<file path="config.mk">
export PLATFORM = sky130hd
export DESIGN_NAME = isd_space_decoder
export DESIGN_NICKNAME = d
export VERILOG_FILES = /design/src/core/isd_pkg.sv /design/src/core/isd_space_decoder.sv /design/src/core/isd_cfg_reg.sv /design/src/core/isd_ctrl_decode.sv
export SDC_FILE = /design/constraint.sdc
export NUM_CORES = 1
export LEC_CHECK = 0
export BUFFER_PORTS_ARGS = -buffer_cell sky130_fd_sc_hd__buf_2
export CORE_UTILIZATION = 33
export CTS_CLUSTER_SIZE = 16
export DETAILED_ROUTE_END_ITERATION = 7
export PLACE_DENSITY = 0.79
export SLEW_MARGIN = 20
export SYNTH_ARGS = -nofsm -noshare
export SYNTH_HDL_FRONTEND = slang
export SYNTH_HIERARCHICAL = 1
export SYNTH_SLANG_ARGS = --single-unit
</file>
<file path="constraint.sdc">
create_clock -name i_clk -period 2.8 [get_ports i_clk]
set_clock_uncertainty 0.05 [all_clocks]
set_input_delay 0.14 -clock i_clk [delete_from_list [all_inputs] [get_ports i_clk]]
set_output_delay 0.14 -clock i_clk [all_outputs]
set_load 0.01 [all_outputs]
</file>
<file path="src/core/isd_pkg.sv">
package isd_pkg;

  // ------------------------------------------------------------------
  // configuration register
  // ------------------------------------------------------------------
  localparam logic [7:0] ISD_CFG_INDEX = 8'hb8; // i/o config index
  localparam logic [7:0] ISD_CFG_RESET = 8'h00; // value after reset
  localparam int         ISD_BASE_LSB  = 0;     // region_base_sel [1:0]
  localparam int         ISD_SCR_LSB   = 2;     // scratch_size_sel [3:2]
  localparam int         ISD_RSVD_LSB  = 4;     // reserved [7:4]

  // region base select codes
  typedef enum logic [1:0] {
    ISD_BASE_OFF = 2'b00, // whole region disabled
    ISD_BASE_1G  = 2'b01, // base at 1 GB
    ISD_BASE_2G  = 2'b10, // base at 2 GB
    ISD_BASE_3G  = 2'b11  // base at 3 GB
  } isd_base_sel_t;

  localparam logic [31:0] ISD_BASE_ADDR_OFF = 32'h0000_0000;
  localparam logic [31:0] ISD_BASE_ADDR_1G  = 32'h4000_0000;
  localparam logic [31:0] ISD_BASE_ADDR_2G  = 32'h8000_0000;
  localparam logic [31:0] ISD_BASE_ADDR_3G  = 32'hc000_0000;

  // scratchpad sizes in kilobytes per code
  localparam logic [2:0] ISD_SCR_KB_0 = 3'h0;
  localparam logic [2:0] ISD_SCR_KB_1 = 3'h2;
  localparam logic [2:0] ISD_SCR_KB_2 = 3'h3;
  localparam logic [2:0] ISD_SCR_KB_3 = 3'h4;

  // ------------------------------------------------------------------
  // address layout
  // ------------------------------------------------------------------
  localparam int ISD_ADDR_GFX_BIT  = 23; // graphics memory vs control
  localparam int ISD_ADDR_CTRL_BIT = 15; // registers vs scratch/pci

  // control register units: bus if, pipeline, display, memctl, power
  localparam int ISD_UNITS = 5;
  localparam logic [15:0] ISD_UNIT_LO [ISD_UNITS] =
    '{16'h8000, 16'h8100, 16'h8300, 16'h8400, 16'h8500};
  localparam logic [15:0] ISD_UNIT_HI [ISD_UNITS] =
    '{16'h80ff, 16'h82ff, 16'h83ff, 16'h84ff, 16'h8fff};

  // ------------------------------------------------------------------
  // carriers
  // ------------------------------------------------------------------
  typedef struct packed {
    logic        valid; // request present this cycle
    logic        write; // write when high
    logic [31:0] addr;  // physical address
  } isd_req_t;

  typedef struct packed {
    logic [1:0]    scratch_size_sel;  // scratchpad size code
    isd_base_sel_t region_base_sel;   // region base code
  } isd_cfg_t;

  typedef struct packed {
    logic gfx_mem;     // graphics memory window
    logic power;       // power management registers
    logic memctl;      // memory controller
    logic display;     // display controller
    logic gpipe;       // graphics pipeline
    logic bus_if;      // internal bus interface unit
    logic scratch_pci; // scratchpad ram and pci access
  } isd_sel_t;

endpackage

</file>
<file path="src/core/isd_space_decoder.sv">
`timescale 1ns/10ps
// What this block does
// - base code zero disables the whole region
// - codes 1..3 place base at 1G/2G/3G
// - address bits 31:30 compared to base code
// - bits 29:24 must be zero to hit
// - bit 23 splits control and graphics memory
// - bits 22:16 ignored in control space
// - bit 15 splits scratch/pci from registers
// - bus interface unit at 8000h, 100h long
// - graphics pipeline at 8100h, 200h long
// - display controller at 8300h, 100h long
// - memory controller at 8400h, 100h long
// - power management at 8500h through 8FFFh
// - undefined register addresses complete without error
// - graphics memory window at base plus 800000h
// - config register 8 bits, reset zero
// - scratch size codes give 0/2/3/4 KB
// - config register reached at i/o index B8h
module isd_space_decoder
  import isd_pkg::*;
(
  input  wire logic       i_clk,        // core clock, 250 mhz
  input  wire logic       i_sys_rst,    // sync reset, high
  input  wire logic       i_ce,         // clock enable
  input  wire logic       i_cfg_wr,     // config write strobe
  input  wire logic       i_cfg_rd,     // config read strobe
  input  wire logic [7:0] i_cfg_index,  // config index
  input  wire logic [7:0] i_cfg_wdata,  // config write data
  output logic      [7:0] o_cfg_rdata,  // config read data
  input  isd_req_t        i_req,        // internal bus request
  output isd_sel_t        o_sel,        // one-hot unit select
  output logic            o_hit,        // request is in the region
  output logic            o_ack,        // request completes here
  output logic            o_ctrl_undef, // hole in register area
  output logic      [2:0] o_scratch_kb, // scratchpad size in kb
  output logic     [31:0] o_region_base_address // current base
);

  // ------------------------------------------------------------------
  // configuration register
  // ------------------------------------------------------------------
  isd_cfg_t cfg;          // live configuration
  logic     base_on;      // region enabled

  isd_cfg_reg u_cfg (
    .i_clk        (i_clk),
    .i_sys_rst    (i_sys_rst),
    .i_ce         (i_ce),
    .i_cfg_wr     (i_cfg_wr),
    .i_cfg_rd     (i_cfg_rd),
    .i_cfg_index  (i_cfg_index),
    .i_cfg_wdata  (i_cfg_wdata),
    .o_cfg_rdata  (o_cfg_rdata),
    .o_cfg        (cfg),
    .o_scratch_kb (o_scratch_kb)
  );

  // ------------------------------------------------------------------
  // region base address, kept in a flop for software visibility
  // ------------------------------------------------------------------
  logic [31:0] base_addr_q; // registered base
  logic [31:0] base_addr_d; // base from current code

  // map the base code to its address
  always_comb begin
    unique case (cfg.region_base_sel)
      ISD_BASE_OFF: base_addr_d = ISD_BASE_ADDR_OFF;
      ISD_BASE_1G:  base_addr_d = ISD_BASE_ADDR_1G;
      ISD_BASE_2G:  base_addr_d = ISD_BASE_ADDR_2G;
      ISD_BASE_3G:  base_addr_d = ISD_BASE_ADDR_3G;
    endcase
  end

  // lags the config by one cycle; decode uses the code directly
  always_ff @(posedge i_clk) begin
    if (i_sys_rst) begin
      base_addr_q <= 32'h0000_0000;
    end else if (i_ce) begin
      base_addr_q <= base_addr_d;
    end
  end

  assign o_region_base_address = base_addr_q;

  // ------------------------------------------------------------------
  // region decode
  // ------------------------------------------------------------------
  logic in_region;  // request falls in the 16 mb region
  logic ctrl_space; // lower 8 mb: control
  logic regs_space; // register half of control 64 kb
  logic [ISD_UNITS-1:0] unit_sel; // register unit hits
  logic unit_undef; // register hole

  // purely combinational so a select costs no cycle of latency
  always_comb begin
    base_on   = (cfg.region_base_sel != ISD_BASE_OFF);
    in_region = i_req.valid && base_on &&
                i_req.addr[31:30] == cfg.region_base_sel &&
                i_req.addr[29:24] == 6'h00;
    // bits 22:16 take no part, so any value aliases
    ctrl_space = in_region && !i_req.addr[ISD_ADDR_GFX_BIT];
    regs_space = ctrl_space && i_req.addr[ISD_ADDR_CTRL_BIT];
  end

  // register area subdivision among units
  isd_ctrl_decode u_ctrl (
    .i_en       (regs_space),
    .i_offset   (i_req.addr[15:0]),
    .o_unit_sel (unit_sel),
    .o_undef    (unit_undef)
  );

  // assemble the one-hot select
  always_comb begin
    o_sel             = '0;
    o_sel.gfx_mem     = in_region && i_req.addr[ISD_ADDR_GFX_BIT];
    o_sel.scratch_pci = ctrl_space && !i_req.addr[ISD_ADDR_CTRL_BIT];
    o_sel.bus_if      = unit_sel[0];
    o_sel.gpipe       = unit_sel[1];
    o_sel.display     = unit_sel[2];
    o_sel.memctl      = unit_sel[3];
    o_sel.power       = unit_sel[4];
  end

  // holes are acknowledged like any hit; no error path exists
  assign o_hit        = in_region;
  assign o_ack        = in_region;
  assign o_ctrl_undef = unit_undef;

  logic [31:0] a; // request address shorthand
  assign a = i_req.addr;
endmodule // isd_space_decoder

</file>
<file path="src/core/isd_cfg_reg.sv">
`timescale 1ns/10ps
module isd_cfg_reg
  import isd_pkg::*;
(
  input  wire logic       i_clk,       // core clock
  input  wire logic       i_sys_rst,   // sync reset, high
  input  wire logic       i_ce,        // clock enable
  input  wire logic       i_cfg_wr,    // config write strobe
  input  wire logic       i_cfg_rd,    // config read strobe
  input  wire logic [7:0] i_cfg_index, // config index
  input  wire logic [7:0] i_cfg_wdata, // config write data
  output logic      [7:0] o_cfg_rdata, // registered read data
  output isd_cfg_t        o_cfg,       // current configuration
  output logic      [2:0] o_scratch_kb // scratchpad size in kb
);

  // ------------------------------------------------------------------
  // register state
  // ------------------------------------------------------------------
  isd_cfg_t   cfg_q, cfg_d;     // stored low nibble
  logic [7:0] rdata_q, rdata_d; // read data holder

  // next values: write by i/o index, never through memory space
  always_comb begin
    cfg_d   = cfg_q;
    rdata_d = rdata_q;
    if (i_cfg_wr && i_cfg_index == ISD_CFG_INDEX) begin
      // reserved upper nibble is dropped, so it reads back zero
      cfg_d = isd_cfg_t'(i_cfg_wdata[ISD_RSVD_LSB-1:0]);
    end
    if (i_cfg_rd) begin
      // other indices belong to other registers; answer zero
      rdata_d = (i_cfg_index == ISD_CFG_INDEX) ? {4'h0, cfg_q} : 8'h00;
    end
  end

  // registers only; clock enable freezes everything
  always_ff @(posedge i_clk) begin
    if (i_sys_rst) begin
      cfg_q   <= isd_cfg_t'(ISD_CFG_RESET[ISD_RSVD_LSB-1:0]);
      rdata_q <= 8'h00;
    end else if (i_ce) begin
      cfg_q   <= cfg_d;
      rdata_q <= rdata_d;
    end
  end

  // scratchpad size table
  always_comb begin
    unique case (cfg_q.scratch_size_sel)
      2'b00: o_scratch_kb = ISD_SCR_KB_0;
      2'b01: o_scratch_kb = ISD_SCR_KB_1;
      2'b10: o_scratch_kb = ISD_SCR_KB_2;
      2'b11: o_scratch_kb = ISD_SCR_KB_3;
    endcase
  end

  assign o_cfg       = cfg_q;
  assign o_cfg_rdata = rdata_q;

endmodule // isd_cfg_reg

</file>
<file path="src/core/isd_ctrl_decode.sv">
`timescale 1ns/10ps
module isd_ctrl_decode
  import isd_pkg::*;
(
  input  wire logic                 i_en,       // register area access
  input  wire logic [15:0]          i_offset,   // offset in 64 kb space
  output logic      [ISD_UNITS-1:0] o_unit_sel, // one bit per unit
  output logic                      o_undef     // no unit claims it
);

  // ------------------------------------------------------------------
  // per-unit window compare
  // ------------------------------------------------------------------
  // windows do not overlap, so at most one bit can be set
  genvar g;
  generate
    for (g = 0; g < ISD_UNITS; g++) begin : g_unit
      assign o_unit_sel[g] = i_en &&
                             i_offset >= ISD_UNIT_LO[g] &&
                             i_offset <= ISD_UNIT_HI[g];
    end
  endgenerate

  // holes in the register area still complete, they just hit nothing
  assign o_undef = i_en && ~|o_unit_sel;

endmodule // isd_ctrl_decode

</file>
### Word-level counts from Yosys, hierarchy flattened

Index checks and enable logic that the tools add are counted.

* register bits: 44
* bits of input ports: 55
* output and inout bits: 53
* word-level logic and storage cells: 54

* order comparisons: 10
* equal/unequal tests: 8
* mux-type cells: 3
* reductions and logical operators: 29

Operators with widths (count)
* $pmux W32 S4: 1
* $ge A16 B16 Y1 const B: 5
* $le A16 B16 Y1 const B: 5
* $logic_and A1 B1 Y1: 19
* $pmux W3 S4: 1
* $eq A2 B2 Y1 const B: 4
* $eq A8 B8 Y1 const B: 1
* $logic_not A6 Y1: 1
* $reduce_or A5 Y1: 1
* $eq A2 B1 Y1 const B: 2
* $logic_not A2 Y1: 2
* $mux W4: 1
* $reduce_and A2 Y1: 2
* $logic_not A1 Y1: 3
* $eq A2 B2 Y1: 1
* $reduce_bool A2 Y1: 1

### Depth between registers and ports, before layout

* depth after elaboration: 11
* mapped depth: 5
* gate-level depth less buffers: 5

### Hierarchy

The synthesis kept the hierarchy.

Modules (own cells, without submodules)
* isd_cfg_reg: times used 1, cells an instance 48, area an instance 435.4 um^2, seq. area each 160.2 um^2
* isd_space_decoder: times used 1, cells an instance 50, area an instance 381.6 um^2, seq. area each 40.0 um^2
* isd_ctrl_decode: times used 1, cells an instance 15, area an instance 117.6 um^2, seq. area each 0.0 um^2

### Worst setup path before layout

No wires, ideal clock.

* kind: flip-flop to output port
* from: reg u_cfg.cfg_q, in the netlist u_cfg/o_cfg[0]
* to: out o_sel[1] (netlist bit)
* data arrival time: 2.025 ns
* required time: 2.610 ns
* path slack: 0.585 ns
* cell stages (with the launch flop): 6
* path buffers: 0
* path through: dfxtp_1 > xor2_1 > or4_4 > nor4_1 > or4b_4 > nor4_2

RTL lines
* start, declared: RTL line isd_cfg_reg.sv:20 `isd_cfg_t cfg_q, cfg_d;`
* start signal, assigned: RTL line isd_cfg_reg.sv:40 `cfg_q <= isd_cfg_t'(ISD_CFG_RESET[ISD_RSVD_LSB-1:0]);`
* start signal, assigned: RTL line isd_cfg_reg.sv:43 `cfg_q <= cfg_d;`
* end, declared: RTL line isd_space_decoder.sv:32 `output isd_sel_t o_sel,`

==> run summary <==
Final Critical Period = 2.58 ns
Initial antenna violation count = 0
Synth cell types = 33
Yosys Warn Count = 6
Ys flop type = dfxtp_1
Synth top cells by count = buf_4 (35), dfxtp_1 (10), nand2b_1 (10)
Gate power share = 22.1%
Residual DRC = 0
GRT Util Overall = 11.0%
Clock tree buffer depth = 2
Max frequency = 0.387 GHz
Post-Synthesis Cells = 113
Worst setup EP type = output pin
Worst Path Required = 2.61 ns
Port bufs = 53
Vias in the first global route = 625
Die Wd = 55.2 um
Mapped Avg Cell Area = 8.27 um2
Max incr delay on CP = 0.54 ns
Hold slack final = 0.0910 ns
Clk pin slew, worst setup/hold paths = 0.06 ns
Net Sw Frac = 28.1%
Wire length per cell = 9.40 um
Setup Viol. Count Final = 0
Psw = 0.0849 mW
DRT Wirelength = 1810 um
Top Ports = 108
Gpl congestion = 0.738
Largest net degree at the start of global routing = 15
Global routing's busiest layer = met2
HP Class = in2reg
Ratio of cells with drive above 1 in the final layout = 38.0%
Total number of vias = 821
Pwr dens = 273 mW/mm2
Sink Count = 10
Final ANT Viol Nets = 0
Ant. Diodes = 0
P_int = 0.217 mW
Arr. time, crit path = 2.39 ns
Met3 Use GR = 2.34%
Leakage power = 0.585 nW
Worst-path fanout max = 5
Cell mode on critical path = nor4_2
EDFF count, synth = 0
Share of total power in the clock network = 30.8%
Core Region = 0.00257 mm2
Drt pass-1 iters = 4
CTS tree = done
Hold-fix buffers at CTS = 0
Num rows = 18
Cell area after synthesis = 935 um2
First-pass GRT wire length = 2640 um
VDD IR-drop max = 0.228 mV
Final net count = 222
Status = completed
Area contributors post-synth = buf_4 (28%), dfxtp_1 (21%), nand2b_1 (6.7%)
Post-CTS Setup Repair Bufs = 0
Die area = 0.00305 mm2
DR vias/cell = 4.25
Starting density of the core = 36.4%
Post-DP HPWL = 1580 um
Ys async rst share = 0%
#FFs+latches synth = 10
Final Hold Viols = 0
Setup TNS = 0 ns
Number of buffers and inverters on the critical path = 1
Register area share after synthesis = 21.4%
Total gr overflow = 0
Total CTS buffers = 3
Met1 usage = 12.5%
Clock root buffer = clkbuf_4
Clk_lat worst skew = 0.26 ns
Top delay family on crit path = simple AND/OR/NAND/NOR gates
Yosys top cell area share = 28.1%
GRT met2 Usage = 18.2%
Tcrit/Tclk final = 92.2%
Htree depth = 1
Reg power frac = 47.2%
Startpoint Class = flip-flop
Area growth syn-to-layout = 18.1%
Crit-path slowest cell = or4b_4
RSZ-0062 raised after global routing = false
Count leader, synth = buf_4
Max-cap violations = 0
Yosys top cell by area = buf_4
Initial DRC Count = 28
Die H = 55.2 um
Crit-path cells = xor2_1 -> or4_4 -> nor4_2 -> or4b_4 -> nor4_2 -> buf_2
Slew Viols, Final = 0
WS Path Type = reg2out
layout by cell type (no fill, tap or decap), drive strengths merged, types with 2 or more instances in the layout:
cell	Yosys	final
clkbuf	1	3
ha	2	2
dfxtp	10	10
buf	37	53
nand2b	10	10
conb	2	34
a21oi	4	4
inv	5	5
or4b	2	2
mux2i	6	6
nand4	4	4
nand2	6	6
nor4	3	3
and4bb	2	2
nor2	3	3
nor3	4	4
cell families (layout without fill, tap and decap cells):
family	count (synthesis)	count (layout)	synth area share, %
mux	6	6	6.43
flops	10	10	21.4
buf+inv	43	61	32.3
xor+xnor	2	2	1.87
other cells	2	34	0.804
compound gates	8	8	5.09
simple gates	40	40	29.5
fa+ha+maj	2	2	2.68
area by class of cell:
| class | count | area, um2 |
|---|---|---|
| tap | 30 | 37.5 |
| timing repair buffer | 53 | 265 |
| fill | 264 | 1460 |
| multi-input combinational | 92 | 559 |
| clock buffer | 3 | 22.5 |
| inverter | 5 | 18.8 |
| sequential | 10 | 200 |
tightest hold or removal path, cell delays in order:
cell	delay, ns
buf_2	0.09
nand2b_1	0.06
mux2i_1	0.06
metal layers:
| metal | part of all wire (%) | up-vias |
|---|---|---|
| met4 | 1.0 | 0 |
| met1 | 39 | 338 |
| li1 | - | 416 |
| met2 | 48 | 63 |
| met5 | 0 | - |
| met3 | 12 | 4 |
power groups by stage:
stage                     Clock [mW]  Combinational (mW)  Sequential (mW)
final                         0.0928              0.0666            0.142
after global routing           0.107              0.0736            0.142
after CTS                     0.0973              0.0655            0.142
after detailed placement           0              0.0654            0.146
after global placement             0              0.0645            0.146
after floorplan                    0              0.0713            0.146
metrics by stage:
step | instance area, um2 | setup slack (ns) | utilization (%) | total power [mW] | cells
floorplan | 1050 | 0.585 | - | 0.217 | 145
global placement | 1070 | 0.389 | 41.9 | 0.210 | 190
detailed placement | 1070 | 0.358 | 41.9 | 0.211 | 190
CTS | 1100 | 0.0756 | 42.7 | 0.305 | 193
global route | 1100 | 0.0664 | 43.0 | 0.323 | 193
finish | 1100 | 0.219 | 43.0 | 0.302 | 193
state kept, by name (all words and copies together), names as in the netlist:
name                   cells
u_cfg/o_cfg_rdata          4
u_cfg/o_cfg                4
o_region_base_address      2
path summary, 6_finish.rpt:
| kind | startpoint | to | slack, ns | cells past startpoint |
|---|---|---|---|---|
| worst max-delay path | u_cfg/o_cfg[0] | o_sel[1] | 0.22 | 6 |
| worst min-delay path | i_cfg_wdata[2] | u_cfg/o_cfg[2] | 0.09 | 3 |
| worst max register to register | u_cfg/o_cfg[0] | u_cfg/o_cfg_rdata[0] | 2.01 | 2 |
| worst min register to register | u_cfg/o_cfg_rdata[2] | u_cfg/o_cfg_rdata[2] | 0.40 | 2 |
timing repair:
action,4_1_cts,5_1_grt
hold endpoints to repair,0,0
gates resized for setup,0,1
setup endpoints to repair,0,3
(Power assumes the default switching activity.)
